`src/spm_pkg.sv`:
```
// Package for the switch power-mode state machine and its host end
package spm_pkg;

  // ****************************************************************
  // Timing
  // ****************************************************************
  localparam int CLK_HZ          = 50_000_000;
  localparam int LPM_HOLD_US     = 500;
  localparam int LPM_HOLD_CYC    = (LPM_HOLD_US * (CLK_HZ / 1_000_000)) + 1;
  localparam int INP_LAG_US      = 10;
  localparam int INP_LAG_CYC     = INP_LAG_US * (CLK_HZ / 1_000_000);
  localparam int RETRY_CYCLES    = 32;
  localparam int RETRY_HALF_CYC  = 64;
  localparam int FLT_DELAY_CYC   = 16;
  localparam int MAIN_ON_CYC     = 8;
  localparam int CNT_W           = 16;

  // ****************************************************************
  // Operating modes
  // ****************************************************************
  typedef enum logic [2:0] {
    SPM_POWERDOWN = 3'b000,
    SPM_SHUTDOWN  = 3'b001,
    SPM_ACTIVE    = 3'b011,
    SPM_LOWPOWER  = 3'b010,
    SPM_WAKEUP    = 3'b110,
    SPM_FAULT     = 3'b111
  } spm_mode_t;

endpackage

```
`src/spm_link_if.sv`:
```
// Pins between the switch controller and its host
`timescale 1ns/1ps
`default_nettype none
interface spm_link_if;
  logic enable_undervoltage_input;
  logic low_power_request_n;
  logic main_switch_input;
  logic fault_output_n;
  logic wake_output;

  modport device (
    input  enable_undervoltage_input,
    input  low_power_request_n,
    input  main_switch_input,
    output fault_output_n,
    output wake_output
  );

  modport host (
    output enable_undervoltage_input,
    output low_power_request_n,
    output main_switch_input,
    input  fault_output_n,
    input  wake_output
  );
endinterface
`default_nettype wire

```
`src/spm_sync.sv`:
```
// Two-flop synchroniser bank for asynchronous inputs
`timescale 1ns/1ps
`default_nettype none
module spm_sync #(
  parameter int W = 1
) (
  input  wire logic         clk,
  input  wire logic         reset_n,
  input  wire logic [W-1:0] d,
  output logic      [W-1:0] q
);
  logic [W-1:0] meta_r;

  genvar i;
  generate
    for (i = 0; i < W; i++) begin : g_bit
      always_ff @(posedge clk) begin
        if (!reset_n) begin
          meta_r[i] <= 1'b0;
          q[i]      <= 1'b0;
        end else begin
          meta_r[i] <= d[i];
          q[i]      <= meta_r[i];
        end
      end
    end
  endgenerate
endmodule
`default_nettype wire

```
`src/spm_device.sv`:
```
// Operating-mode state machine of the high-side switch controller
// Summary of operation
// (RULE1) Enable below threshold drops both gates
// (RULE2) Supply below power-on: all off
// (RULE3) Supply good, enable low: shutdown
// (RULE4) Enable plus request over 500us: low power
// (RULE5) Enable with request released: straight active
// (RULE6) Active plus request: go low power
// (RULE7) Host drops switch 10us after request
// (RULE8) Low power: bypass on, main off, wake
// (RULE9) Low power, request released: go active
// (RULE10) Load wakeup: main on, bypass off, unwake
// (RULE11) Wakeup holds until request released
// (RULE12) Low power undervoltage drops bypass drive
// (RULE13) Low power pump undervoltage: bypass off, fault
// (RULE14) Bypass short before gate good: wakeup
// (RULE15) Wakeup short: both off, fault, retry
// (RULE16) Active: main follows switch, bypass off
// (RULE17) Active undervoltage drops main drive
// (RULE18) Active pump undervoltage: main off, fault
// (RULE19) Active overcurrent integrate: main off, fault
// (RULE20) Active main short: main off, fault
// (RULE21) Retry after 32 timer cycles, delayed release
// (RULE22) Latch clears on switch fall, request, enable
// (RULE23) Synchronise inputs, time intervals by counter
`timescale 1ns/1ps
`default_nettype none
module spm_device
  import spm_pkg::*;
#(
  parameter int HOLD_CYC  = LPM_HOLD_CYC,
  parameter int RETRY_CNT = RETRY_CYCLES,
  parameter int HALF_CYC  = RETRY_HALF_CYC
) (
  // Clock and reset
  input  wire logic CLK,
  input  wire logic RESET_N,
  // Host pins
  spm_link_if.device LINK,
  // Analog comparator events
  input  wire logic POWERON_OK,
  input  wire logic UNDERVOLTAGE_OK,
  input  wire logic PUMP_OK,
  input  wire logic LOAD_WAKEUP_EVENT,
  input  wire logic BYPASS_SHORT_EVENT,
  input  wire logic BYPASS_GATE_GOOD,
  input  wire logic MAIN_SHORT_EVENT,
  input  wire logic OVERCURRENT_EXPIRED,
  input  wire logic MAIN_GATE_FULL,
  // Configuration
  input  wire logic LATCH_OFF_MODE,
  // Drive and status outputs
  output logic      MAIN_GATE_DRIVE,
  output logic      BYPASS_GATE_DRIVE,
  output logic      PUMP_ENABLE,
  output logic      PROTECT_ENABLE,
  output logic [2:0] MODE
);

  // ****************************************************************
  // Input synchronisation
  // ****************************************************************
  logic [11:0] raw_w;
  logic [11:0] syn_w;
  assign raw_w = {LINK.enable_undervoltage_input, LINK.low_power_request_n,
                  LINK.main_switch_input, POWERON_OK, UNDERVOLTAGE_OK,
                  PUMP_OK, LOAD_WAKEUP_EVENT, BYPASS_SHORT_EVENT,
                  BYPASS_GATE_GOOD, MAIN_SHORT_EVENT, OVERCURRENT_EXPIRED,
                  MAIN_GATE_FULL};

  // (RULE23) Two-flop sampling
  spm_sync #(.W(12)) u_sync (
    .clk     (CLK),
    .reset_n (RESET_N),
    .d       (raw_w),
    .q       (syn_w)
  );

  logic en_s, lpm_n_s, inp_s, por_s, uv_s, pump_s;
  logic lwu_s, bshort_s, bgood_s, mshort_s, ocp_s, mfull_s;
  assign {en_s, lpm_n_s, inp_s, por_s, uv_s, pump_s, lwu_s, bshort_s,
          bgood_s, mshort_s, ocp_s, mfull_s} = syn_w;

  // ****************************************************************
  // Edge history
  // ****************************************************************
  logic en_q_r, lpm_n_q_r, inp_q_r;
  always_ff @(posedge CLK) begin
    if (!RESET_N) begin
      en_q_r    <= 1'b0;
      lpm_n_q_r <= 1'b1;
      inp_q_r   <= 1'b0;
    end else begin
      en_q_r    <= en_s;
      lpm_n_q_r <= lpm_n_s;
      inp_q_r   <= inp_s;
    end
  end
  wire en_rise  = en_s & ~en_q_r;
  wire inp_fall = ~inp_s & inp_q_r;
  wire lpm_fall = ~lpm_n_s & lpm_n_q_r;

  // ****************************************************************
  // Mode state machine
  // ****************************************************************
  spm_mode_t   state_r, state_nxt;
  logic [CNT_W-1:0] cnt_r;
  logic [5:0]  retry_r;
  logic [4:0]  flt_dly_r;
  logic        fault_r;
  logic        retrying_r;

  // Fault trip of the active path: main short or overcurrent
  wire trip_act = mshort_s | ocp_s;
  wire clear_latch = inp_fall | lpm_fall | ~en_s;

  always_comb begin
    state_nxt = state_r;
    unique case (state_r)
      SPM_POWERDOWN: if (por_s) state_nxt = SPM_SHUTDOWN;
      SPM_SHUTDOWN: begin
        // (RULE5) Both pins high together
        if (en_rise && lpm_n_s)
          state_nxt = SPM_ACTIVE;
        // (RULE4) Low-power request held
        else if (en_s && !lpm_n_s && cnt_r >= CNT_W'(HOLD_CYC))
          state_nxt = SPM_LOWPOWER;
      end
      SPM_ACTIVE: begin
        // (RULE19) Overcurrent or short trips
        if (trip_act) state_nxt = SPM_FAULT;
        // (RULE6) Request to low power
        else if (!lpm_n_s) state_nxt = SPM_LOWPOWER;
      end
      SPM_LOWPOWER: begin
        // (RULE9) Request released
        if (lpm_n_s) state_nxt = SPM_ACTIVE;
        // (RULE14) Short during bypass ramp
        else if (lwu_s || (bshort_s && !bgood_s)) state_nxt = SPM_WAKEUP;
      end
      SPM_WAKEUP: begin
        // (RULE15) Short in wakeup
        if (mshort_s) state_nxt = SPM_FAULT;
        // (RULE11) Wait for request release
        else if (lpm_n_s) state_nxt = SPM_ACTIVE;
      end
      SPM_FAULT: begin
        // (RULE22) Latch clear events
        if (LATCH_OFF_MODE && clear_latch)
          state_nxt = lpm_n_s ? SPM_ACTIVE : SPM_LOWPOWER;
        // (RULE21) Retry after full timer count
        else if (!LATCH_OFF_MODE && retry_r == 6'(RETRY_CNT))
          state_nxt = SPM_ACTIVE;
      end
      default: state_nxt = SPM_POWERDOWN;
    endcase
    // (RULE2) Supply loss overrides all
    if (!por_s)
      state_nxt = SPM_POWERDOWN;
    // (RULE3) Enable low means shutdown
    else if (!en_s && state_r != SPM_POWERDOWN)
      state_nxt = SPM_SHUTDOWN;
  end

  always_ff @(posedge CLK) begin
    if (!RESET_N) state_r <= SPM_POWERDOWN;
    else          state_r <= state_nxt;
  end

  // Shutdown hold timer and retry period timer (2 * HALF_CYC cycles) share one counter
  always_ff @(posedge CLK) begin
    if (!RESET_N)
      cnt_r <= '0;
    else if (state_r != state_nxt)
      cnt_r <= '0;
    else if (state_r == SPM_SHUTDOWN && en_s && !lpm_n_s) begin
      // (RULE23) Request hold count
      if (cnt_r != '1) cnt_r <= cnt_r + CNT_W'(1);
    end else if (state_r == SPM_FAULT && !LATCH_OFF_MODE) begin
      if (cnt_r >= CNT_W'(2 * HALF_CYC - 1)) cnt_r <= '0;
      else cnt_r <= cnt_r + CNT_W'(1);
    end else
      cnt_r <= '0;
  end

  // (RULE21) Count charge-discharge cycles
  always_ff @(posedge CLK) begin
    if (!RESET_N || state_r != SPM_FAULT)
      retry_r <= '0;
    else if (!LATCH_OFF_MODE && cnt_r == CNT_W'(2 * HALF_CYC - 1))
      retry_r <= retry_r + 6'd1;
  end

  // ****************************************************************
  // Fault indication
  // ****************************************************************
  always_ff @(posedge CLK) begin
    if (!RESET_N) begin
      fault_r    <= 1'b0;
      retrying_r <= 1'b0;
      flt_dly_r  <= '0;
    end else if (state_nxt == SPM_FAULT) begin
      // Trip and latch
      fault_r    <= 1'b1;
      retrying_r <= 1'b0;
      flt_dly_r  <= '0;
    end else if (state_r == SPM_FAULT && !LATCH_OFF_MODE) begin
      // Retry: hold fault for the release delay
      retrying_r <= 1'b1;
    end else if (retrying_r) begin
      // (RULE21) Delayed fault release
      if (flt_dly_r == 5'(FLT_DELAY_CYC - 1)) begin
        fault_r    <= 1'b0;
        retrying_r <= 1'b0;
      end
      flt_dly_r <= flt_dly_r + 5'd1;
    end else begin
      fault_r <= 1'b0;
    end
  end

  // Pump undervoltage only counts where protections run
  wire pump_fault = !pump_s &&
       (state_r == SPM_ACTIVE || state_r == SPM_LOWPOWER ||
        state_r == SPM_WAKEUP);

  // ****************************************************************
  // Drive outputs
  // ****************************************************************
  logic main_nxt, byp_nxt, wake_nxt;
  always_comb begin
    main_nxt = 1'b0;
    byp_nxt  = 1'b0;
    wake_nxt = 1'b0;
    unique case (state_r)
      // (RULE16) Main follows switch input
      SPM_ACTIVE:   main_nxt = inp_s;
      // (RULE8) Bypass path only
      SPM_LOWPOWER: begin
        byp_nxt  = 1'b1;
        wake_nxt = 1'b1;
      end
      // (RULE10) Main first, bypass off after full on
      SPM_WAKEUP: begin
        main_nxt = 1'b1;
        byp_nxt  = !mfull_s;
        wake_nxt = !mfull_s;
      end
      default: ;
    endcase
    // (RULE17) Undervoltage drops drives
    // (RULE12) Same for bypass in low power
    // (RULE18) Pump undervoltage drops drives
    // (RULE13) Covers the bypass path too
    if (!uv_s || pump_fault) begin
      main_nxt = 1'b0;
      byp_nxt  = 1'b0;
    end
    // (RULE20) Short kills main immediately
    // (RULE15) And bypass within response
    if (state_nxt == SPM_FAULT) begin
      main_nxt = 1'b0;
      byp_nxt  = 1'b0;
    end
    // (RULE1) Enable low forces both off
    if (!en_s || !por_s) begin
      main_nxt = 1'b0;
      byp_nxt  = 1'b0;
    end
  end

  always_ff @(posedge CLK) begin
    if (!RESET_N) begin
      MAIN_GATE_DRIVE     <= 1'b0;
      BYPASS_GATE_DRIVE   <= 1'b0;
      LINK.wake_output    <= 1'b0;
      LINK.fault_output_n <= 1'b1;
      PUMP_ENABLE         <= 1'b0;
      PROTECT_ENABLE      <= 1'b0;
    end else begin
      MAIN_GATE_DRIVE     <= main_nxt;
      BYPASS_GATE_DRIVE   <= byp_nxt;
      LINK.wake_output    <= wake_nxt;
      LINK.fault_output_n <= !(fault_r || pump_fault);
      PUMP_ENABLE    <= state_r inside {SPM_ACTIVE, SPM_LOWPOWER,
                                        SPM_WAKEUP, SPM_FAULT};
      PROTECT_ENABLE <= state_r inside {SPM_ACTIVE, SPM_LOWPOWER,
                                        SPM_WAKEUP};
    end
  end

  assign MODE = state_r;
endmodule
`default_nettype wire

```
`src/flat_wrapper.sv`:
```
// flat-port wrapper written by rule: the top's interface ports become plain ports
module spm_device_flat import spm_pkg::*;
#(
  parameter int HOLD_CYC  = LPM_HOLD_CYC,
  parameter int RETRY_CNT = RETRY_CYCLES,
  parameter int HALF_CYC  = RETRY_HALF_CYC
)
  (CLK, RESET_N, POWERON_OK, UNDERVOLTAGE_OK, PUMP_OK, LOAD_WAKEUP_EVENT, BYPASS_SHORT_EVENT, BYPASS_GATE_GOOD, MAIN_SHORT_EVENT, OVERCURRENT_EXPIRED, MAIN_GATE_FULL, LATCH_OFF_MODE, MAIN_GATE_DRIVE, BYPASS_GATE_DRIVE, PUMP_ENABLE, PROTECT_ENABLE, MODE, LINK_enable_undervoltage_input, LINK_low_power_request_n, LINK_main_switch_input, LINK_fault_output_n, LINK_wake_output);
  spm_link_if LINK_i ();
  input  wire logic CLK;
  input  wire logic RESET_N;
  input  wire logic POWERON_OK;
  input  wire logic UNDERVOLTAGE_OK;
  input  wire logic PUMP_OK;
  input  wire logic LOAD_WAKEUP_EVENT;
  input  wire logic BYPASS_SHORT_EVENT;
  input  wire logic BYPASS_GATE_GOOD;
  input  wire logic MAIN_SHORT_EVENT;
  input  wire logic OVERCURRENT_EXPIRED;
  input  wire logic MAIN_GATE_FULL;
  input  wire logic LATCH_OFF_MODE;
  output logic MAIN_GATE_DRIVE;
  output logic BYPASS_GATE_DRIVE;
  output logic PUMP_ENABLE;
  output logic PROTECT_ENABLE;
  output logic [2:0] MODE;
  input wire logic [$bits(LINK_i.enable_undervoltage_input)-1:0] LINK_enable_undervoltage_input;
  input wire logic [$bits(LINK_i.low_power_request_n)-1:0] LINK_low_power_request_n;
  input wire logic [$bits(LINK_i.main_switch_input)-1:0] LINK_main_switch_input;
  output wire logic [$bits(LINK_i.fault_output_n)-1:0] LINK_fault_output_n;
  output wire logic [$bits(LINK_i.wake_output)-1:0] LINK_wake_output;
  assign LINK_i.enable_undervoltage_input = LINK_enable_undervoltage_input;
  assign LINK_i.low_power_request_n = LINK_low_power_request_n;
  assign LINK_i.main_switch_input = LINK_main_switch_input;
  assign LINK_fault_output_n = LINK_i.fault_output_n;
  assign LINK_wake_output = LINK_i.wake_output;
  spm_device #(.HOLD_CYC(HOLD_CYC), .RETRY_CNT(RETRY_CNT), .HALF_CYC(HALF_CYC)) u_core (.CLK(CLK), .RESET_N(RESET_N), .LINK(LINK_i), .POWERON_OK(POWERON_OK), .UNDERVOLTAGE_OK(UNDERVOLTAGE_OK), .PUMP_OK(PUMP_OK), .LOAD_WAKEUP_EVENT(LOAD_WAKEUP_EVENT), .BYPASS_SHORT_EVENT(BYPASS_SHORT_EVENT), .BYPASS_GATE_GOOD(BYPASS_GATE_GOOD), .MAIN_SHORT_EVENT(MAIN_SHORT_EVENT), .OVERCURRENT_EXPIRED(OVERCURRENT_EXPIRED), .MAIN_GATE_FULL(MAIN_GATE_FULL), .LATCH_OFF_MODE(LATCH_OFF_MODE), .MAIN_GATE_DRIVE(MAIN_GATE_DRIVE), .BYPASS_GATE_DRIVE(BYPASS_GATE_DRIVE), .PUMP_ENABLE(PUMP_ENABLE), .PROTECT_ENABLE(PROTECT_ENABLE), .MODE(MODE));
endmodule
```
`config.mk`:
```
export PLATFORM = sky130hd
export DESIGN_NAME = spm_device_flat
export DESIGN_NICKNAME = d
export VERILOG_FILES = /design/src/spm_pkg.sv /design/src/spm_link_if.sv /design/src/spm_sync.sv /design/src/spm_device.sv /design/src/flat_wrapper.sv
export SDC_FILE = /design/constraint.sdc
export NUM_CORES = 1
export LEC_CHECK = 0
export ABC_AREA = 1
export BUFFER_PORTS_ARGS = -buffer_cell sky130_fd_sc_hd__buf_2
export CAP_MARGIN = 20
export CORE_ASPECT_RATIO = 0.5
export CORE_MARGIN = 1
export CORE_UTILIZATION = 40
export DETAILED_ROUTE_END_ITERATION = 16
export SETUP_SLACK_MARGIN = 0.05
export SLEW_MARGIN = 20
export SYNTH_ARGS = -nofsm -noshare
export SYNTH_HDL_FRONTEND = slang
export SYNTH_SLANG_ARGS = --single-unit
```
`constraint.sdc`:
```
create_clock -name CLK -period 1.8 [get_ports CLK]
set_clock_uncertainty 0.1 [all_clocks]
set_input_delay 0.36 -clock CLK [delete_from_list [all_inputs] [get_ports CLK]]
set_output_delay 0.36 -clock CLK [all_outputs]
set_load 0.05 [all_outputs]
```
Word level (Yosys, flattened, before mapping)
Index checks and enable logic that the tools add are counted.

operators by class
  $add $sub $neg = 3
  reduce and logical (&&, ||, !) cells = 38
  magnitude comparators = 2
  bitwise operators = 12
  mux-type cells = 27
  equal/unequal tests = 15

operators with widths
  cell                   count
  $mux 16                4
  $mux 3                 12
  $pmux 3 s6             1
  $add 16x1->16 const B  1
  $eq 16x7->1 const B    1
  $ge 16x15->1 const B   1
  $ge 16x7->1 const B    1
  $ne 16x16->1 const B   1
  $logic_and 1x1->1      12
  $logic_not 1->1        10
  $eq 3x3->1 const B     3
  $mux 1                 8
  $logic_or 1x1->1       7
  $add 6x1->6 const B    1
  $eq 3x2->1 const B     2
  $eq 6x6->1 const B     1
  $ne 3x3->1 const B     2
  $not 1->1              6
  $reduce_bool 3->1      2
  $add 5x1->5 const B    1
  $eq 5x4->1 const B     1
  $ne 2x2->1 const B     2
  $pmux 1 s2             2
  $reduce_and 2->1       2
  8 further kinds        13

word-level totals
  logic and storage cells = 136
  flip-flop bits (word level) = 65
  output and inout bits = 9

Longest topological paths before layout
Gate-level depths: netlist of the first run.

  depth after elaboration = 12
  gate-level depth with buffers = 18
  gate-level depth less buffers = 17

By module
Synthesis of the first run repeated with hierarchy kept, for this count alone.

second synthesis, totals
  cell total of the unflattened synthesis = 381
  area, all modules = 2892.8 um^2

by module, submodules not included
  module      seq. area each (um^2)  area each (um^2)  cells each  times used
  spm_device  820.8                  2209.6            307         1
  spm_sync    480.5                  683.2             74          1

Worst setup path after synthesis of the first run
No wires, ideal clock.

  path kind = register -> register
  from = register u_core.state_r[1], in the netlist u_core.MODE[1]
  to = register u_core.cnt_r[2]
  clock period less this slack = 2.234 ns
  required time = 1.576 ns
  setup slack = -0.434 ns
  stages on the path, launching flop included = 13
  buffers on the path = 1
  arrival = 2.011 ns
  cells stage by stage = dfxtp_1 -> inv_2 -> nor3_4 -> nand3_1 -> nand2_1 -> nand2_1 -> o21ai_1 -> inv_1 -> nand3_1 -> inv_2 -> nand4_4 -> buf_12 -> nor2_4

between the ends
  longest elaborated chain between the ends = 7
  elaborated cells on any way between the ends = 29

RTL lines
  element                                         line               source
  start: declaration                              spm_device.sv:106  spm_mode_t state_r, state_nxt;
  start signal: assignment                        spm_device.sv:167  else state_r <= state_nxt;
  $mux 3, on equally long branches (2 in series)  -
  $pmux 3 s6                                      spm_device.sv:119  unique case (state_r)
  $mux 3                                          spm_device.sv:161  else if (!en_s && state_r != SPM_POWERDOWN)
  $mux 3                                          spm_device.sv:158  if (!por_s)
  $ne 3x3->1                                      spm_device.sv:174  else if (state_r != state_nxt)
  $reduce_or 2->1 (no line)                       -
  end signal: assignment                          spm_device.sv:178  if (cnt_r != '1) cnt_r <= cnt_r + CNT_W'(1);
  end signal: assignment                          spm_device.sv:181  else cnt_r <= cnt_r + CNT_W'(1);
  end: declaration                                spm_device.sv:107  logic [CNT_W-1:0] cnt_r;

Several ways; a longest one is shown, not always the timed one.
A chain may end at the register's enable or synchronous reset.

Worst setup path in the final report of the first run
  from = register u_core.cnt_r[0]
  to = register u_core.cnt_r[2]

between the ends
  longest elaborated chain between the ends = 9
  elaborated cells on any way between the ends = 17

RTL lines
  element                    line               source
  $ge 16x15->1               spm_device.sv:126  else if (en_s && !lpm_n_s && cnt_r >= CNT_W'(HOLD_CYC))
  $logic_and 1x1->1          spm_device.sv:126
  $mux 3                     spm_device.sv:126
  $mux 3                     spm_device.sv:123  if (en_rise && lpm_n_s)
  $pmux 3 s6                 spm_device.sv:119
  $mux 3                     spm_device.sv:161
  $mux 3                     spm_device.sv:158
  $ne 3x3->1                 spm_device.sv:174
  $reduce_or 2->1 (no line)  -

Several ways; a longest one is shown, not always the timed one. The select of a mux whose other input is x is not followed.

==> flow_summary.ini, run 1 <==
[run_status]
status = finished, violations left
violations = setup timing

[drt]
wl_per_cell_um = 11.65
vias = 2720
routed-wl-met3_um = 244
first_pass_iters = 5
met2_length_um = 3302
drc = 0
top_layer_used = met4
vias_per_cell = 4.564
wl_met1_um = 3288
routed_wirelength_um = 6943
final_antenna_net_count = 0
first_iter_violations = 110

[layout]
post-route-util_pct = 63.78
final.fill_count = 581
finalNonFillerCells = 596
syn2layout_area_growth_pct = 48.70
diodes = 0
drive_gt1_share_pct = 40.08
fin_nets = 521

[run]
cap_violations = 0

[timing]
hold_violations = 0
layout_setup_ws_ns = -0.2511
finalSetupViolCount = 30
rsz0062_at_grt = true
finalCriticalPeriod_ns = 2.051
fin_setup_tns_ns = -5.464
drv_slew = 0
whs_ns = 0.1006
period_share_pct = 114.0
fmaxAchievable_ghz = 0.4875

[logic_synthesis]
synth_fp_nets = 411
async_reset_ff_share_pct = 0
ys_top_cells_by_area = dfxtp_1, nand2_1, inv_1, nor2_1, xor2_1
yosys.area.top_type = dfxtp_1
netlist.area_leader.share_pct = 43.73
ys_ff_latch = 65
synth_edf_count = 0
synthFlopType = dfxtp_1
synth_seq_area_share_pct = 43.73
synthesis.area_um2 = 2975
yosysUniqueCellTypes = 37
synthCells = 389
ys_warn_count = 0
syn_avg_cell_area_um2 = 7.649

[power]
total_power_w = 0.003581
ir_drop_v = 0.0007621
p_leak_nw = 2.092
power.density_nw_per_um2 = 809.4

[placement]
port_buffers = 23
gp_congestion = 0.8493
hpwl_um = 4813
dp_cells = 565

[cts]
cts_sinks = 65
cts-root-buf = clkbuf_16
cts_buffer_depth = 2
cts_tree = done
htreeDepth = 3
cts.clk_slew.worst_paths_ns = 0.06
clock_latency_ns = 0.34
cts_inserted_buffers = 9

[die]
die_w_um = 124.0
start_util_pct = 42.89
die_area_um2 = 7808
core-area_um2 = 6937
fp-row-count = 21
io_pins = 24
die_y_um = 62.99

[setup_path]
cp.required_ns = 1.92
critPathTopFamily = simple AND/OR/NAND/NOR gates
cp_cell_sequence = inv_2 > ha_1 > nand2_1 > nand3_2 > nand2_2 > nand2_1 > nand2_1 > nand2_1 > nand2_1 > nand2_1 > nand2_1 > nand3_2 > nand2_2 > nand2_2 > nand4_4 > buf_12 > nor2_4
crit_buf_inv = 2
worstPathArrival_ns = 2.17
crit_type = reg2reg
critPathCaptureType = flop
crit_top_cell = nand2_1
start_kind = flop
crit_path_max_incr_delay_ns = 0.38
critPathSlowestCell = dfxtp_4
crit_path_max_fanout = 8

[global_route]
grt-ovfl-total = 0
antenna_found_initial = 0
grt_usage_pct = 19.89
grt_max_degree = 32
grt_pass1_wl_um = 11760
grt_pass1_vias = 2665

[min_path]
worstHoldPathType = in2reg
[tightest hold or removal path: stages]
cell     delay, ns
buf_2         0.07
nand2_1       0.04
inv_1         0.04
[stage by stage]
step | cell area (um2) | worst slack, ns
final | 4424 | -0.2511
after global routing | 4424 | -0.3664
after CTS | 4300 | -0.1764
after detailed placement | 3771 | -0.3841
after global placement | 3771 | -0.3272
after floorplan | 3063 | -0.1002
[cells in the final DEF, fill, tap and decap left out, drive strengths merged, types with 2 or more instances in the layout]
cell    count
nand4      10
xor2       13
nor2       60
nand3      18
o21ai      13
nor3       12
ha          7
o21bai      4
nor4        4
a21oi       9
nand2      84
buf       104
dfxtp      65
clkbuf     10
inv        82
bufinv      2
[Yosys cell counts (2+ instances only)]
cell type,n
a21oi_1,9
clkbuf_1,2
dfxtp_1,65
ha_1,7
inv_1,67
inv_2,10
nand2_1,82
nand3_1,16
nand3_2,2
nand4_1,8
nor2_1,47
nor2_2,3
nor2_4,10
nor3_1,10
nor4_1,3
o21ai_0,8
o21ai_1,5
o21bai_1,4
xor2_1,13
[routing by layer]
layer	track usage (%)	vias up
met5	0	-
met4	7.887	0
met3	6.843	12
met2	32.01	45
met1	24.27	1249
li1	-	1414
[flip-flops by register name, summed over array words and instances (netlist names), 3 cells and up]
| name | flops |
|---|---|
| u_core.MODE | 3 |
| u_core.cnt_r | 16 |
| u_core.flt_dly_r | 5 |
| u_core.retry_r | 6 |
| u_core.u_sync.meta_r | 12 |
| u_core.u_sync.q | 12 |
[worst paths after layout]
path,endpoint,cells after the start,slack (ns),start
max,u_core.cnt_r[2],17,-0.25,u_core.cnt_r[0]
min reg2reg,u_core.u_sync.q[7],2,0.31,u_core.u_sync.meta_r[7]
min,u_core.u_sync.meta_r[7],3,0.10,UNDERVOLTAGE_OK
max reg2reg,u_core.cnt_r[2],17,-0.25,u_core.cnt_r[0]
[cell type report]
type,instances,area [um2],share of cell area (%)
Multi-Input combinational cell,241,1570,35.49
Tap cell,92,115.1,2.602
Timing Repair Buffer,104,768.2,17.36
Clock inverter,6,92.59,2.093
Sequential cell,65,1323,29.89
Inverter,78,305.3,6.900
Clock buffer,10,250.2,5.656
[logic make-up after synthesis]
| kind of cell | count (synthesis) | synth area share (%) |
|---|---|---|
| AND/OR/NAND/NOR | 190 | 31.58 |
| other | 1 | 0.1260 |
| XOR/XNOR | 13 | 3.827 |
| AO/OA/AOI/OAI | 30 | 6.434 |
| flip-flops | 65 | 43.73 |
| buffers and inverters | 83 | 11.35 |
| adder cells (fa/ha/maj) | 7 | 2.944 |
[power by group]
part           switching (W)  leakage, nW  internal (W)
Clock               0.000674        0.170       0.00131
Combinational      0.0000689         1.39     0.0000558
Sequential         0.0000101        0.535       0.00146
Total               0.000753         2.09       0.00283
[repair_timing]
| item | 4_1_cts | 5_1_grt |
|---|---|---|
| endpoints found under the setup margin | 28 | 32 |
| buffers inserted | 9 | 6 |
| hold buffers | 0 | 0 |
| pin swaps | 16 | 24 |
| resized for setup | 32 | 22 |
(Power assumes the default switching activity.)
==> inputs of run 2 (changes only) <==
--- a/config.mk
+++ b/config.mk
@@ -11,7 +11,9 @@
 export CORE_ASPECT_RATIO = 0.5
 export CORE_MARGIN = 1
 export CORE_UTILIZATION = 40
+export CTS_CLUSTER_SIZE = 24
 export DETAILED_ROUTE_END_ITERATION = 16
+export PLACE_DENSITY_LB_ADDON = 0.15
 export SETUP_SLACK_MARGIN = 0.05
 export SLEW_MARGIN = 20
 export SYNTH_ARGS = -nofsm -noshare
==> flow_summary.ini, run 2 (synthesis results as in run 1) <==
[run_status]
status = finished, violations left
violations = setup timing

[power]
power.density_nw_per_um2 = 746.2
p_leak_nw = 2.049
ir_drop_v = 0.0007869

[timing]
hold_violations = 0
layout_setup_ws_ns = -0.1824
period_share_pct = 110.1
finalSetupViolCount = 28
drv_slew = 0
fmaxAchievable_ghz = 0.5044
whs_ns = 0.1000
rsz0062_at_grt = true
finalCriticalPeriod_ns = 1.982

[drt]
routed_wirelength_um = 6325
top_layer_used = met4
final_antenna_net_count = 0
vias = 2632
first_iter_violations = 71
wl_per_cell_um = 10.72
wl_met1_um = 3129
routed-wl-met3_um = 242
first_pass_iters = 4
met2_length_um = 2874
drc = 0
vias_per_cell = 4.461

[min_path]
worstHoldPathType = in2reg

[setup_path]
crit_type = reg2reg
cp.required_ns = 1.92
crit_path_max_fanout = 3
worstPathArrival_ns = 2.11
critPathCaptureType = flop
start_kind = flop

[layout]
diodes = 0
seqCellArea_um2 = 1318
syn2layout_area_growth_pct = 47.64
multi_input_area_um2 = 1615
final_common_cell = nand2_1
drive_gt1_share_pct = 40.56
final.fill_count = 590
design_area_um2 = 4393
largest_reg_flops = 16
top_regs = u_core.cnt_r: 16 flops, u_core.u_sync.meta_r: 12 flops, u_core.u_sync.q: 12 flops
fin_nets = 515
largest-register = u_core.cnt_r
mostFrequentLayoutCells = nand2_1, buf_4, inv_1
post-route-util_pct = 63.33

[cts]
cts-root-buf = clkbuf_16
ctsHoldBuffers = 0
clock_latency_ns = 0.34
cts_inserted_buffers = 9
htreeDepth = 3
cts_sinks = 65
cts.clk_slew.worst_paths_ns = 0.06
cts_buffer_depth = 2
cts_tree = done

[die]
core-area_um2 = 6937
io_pins = 24
die_area_um2 = 7808
die_w_um = 124.0
die_y_um = 62.99
start_util_pct = 42.89
fp-row-count = 21

[placement]
port_buffers = 23
gp_congestion = 0.8801
hpwl_um = 4577
placed_area_um2 = 3749

[global_route]
grt_pass1_vias = 2568
grt_pass1_wl_um = 11030
grt_usage_pct = 18.77
grt_max_degree = 32
grt-ovfl-total = 0
antenna_found_initial = 0

[run]
cap_violations = 0
run 2: cell types whose count changed in the layout (fill, tap and decap cells not counted), sizes merged:
cell | previous run | this run
clkinv | 0 | 1
clkbuf | 10 | 11
buf | 104 | 97
bufinv | 2 | 0
clkinvlp | 0 | 1
run 2: through the flow:
stage | setup WS, ns | setup TNS [ns] | std cells | total power (W)
2_1_floorplan | -0.1002 | -0.9124 | 389 | 0.001568
3_3_place_gp | -0.3364 | -4.616 | 562 | 0.001617
3_5_place_dp | -0.3619 | -5.398 | 562 | 0.001621
4_1_cts | -0.1652 | -2.902 | 583 | 0.003333
5_1_grt | -0.3364 | -7.930 | 590 | 0.003431
6_report | -0.1824 | -3.554 | 590 | 0.003278
run 2: report_power, final:
part           internal (W)  switching (W)  leakage, nW  total [W]
Clock               0.00103       0.000655        0.145    0.00168
Sequential          0.00146      0.0000102        0.533    0.00147
Combinational     0.0000551      0.0000687         1.37   0.000124
Total               0.00254       0.000733         2.05    0.00328
run 2: final timing paths:
check	startpoint	to	slack, ns	cells after the start
worst max-delay path	u_core.cnt_r[0]	u_core.cnt_r[5]	-0.18	14
worst min-delay path	UNDERVOLTAGE_OK	u_core.u_sync.meta_r[7]	0.10	3
worst max register to register	u_core.cnt_r[0]	u_core.cnt_r[5]	-0.18	14
worst min register to register	u_core.u_sync.meta_r[0]	u_core.u_sync.q[0]	0.31	2
run 2: repair_timing:
| item | in CTS | in global routing |
|---|---|---|
| gates resized for setup | 32 | 33 |
| buffers inserted | 5 | 7 |
| setup endpoints to repair | 28 | 30 |
| hold endpoints to repair | 0 | 0 |
| pin swaps | 16 | 21 |
| gates cloned | 0 | 1 |
run 2: cell type report:
class	count	share of cell area, %
Multi-Input combinational cell	241	36.77
Inverter	78	6.893
Tap cell	92	2.620
Timing Repair Buffer	98	17.00
Sequential cell	65	29.99
Clock buffer	10	5.696
Clock inverter	6	1.025
run 2: routing by layer:
| layer | up-vias | track usage (%) |
|---|---|---|
| met5 | - | 0 |
| li1 | 1408 | - |
| met2 | 36 | 29.44 |
| met1 | 1181 | 22.91 |
| met4 | 0 | 5.804 |
| met3 | 7 | 8.485 |
run 2: worst max-delay path, stage by stage, from the launching register on:
cell	delay, ns
dfxtp_4	0.38
buf_6	0.11
ha_4	0.14
inv_4	0.04
nor2_4	0.08
nand3_2	0.09
inv_4	0.10
nand2_4	0.07
nor3_4	0.15
nand2_2	0.14
inv_2	0.11
nor3_2	0.05
nand2_1	0.09
xor2_2	0.19
nor2_4	0.05
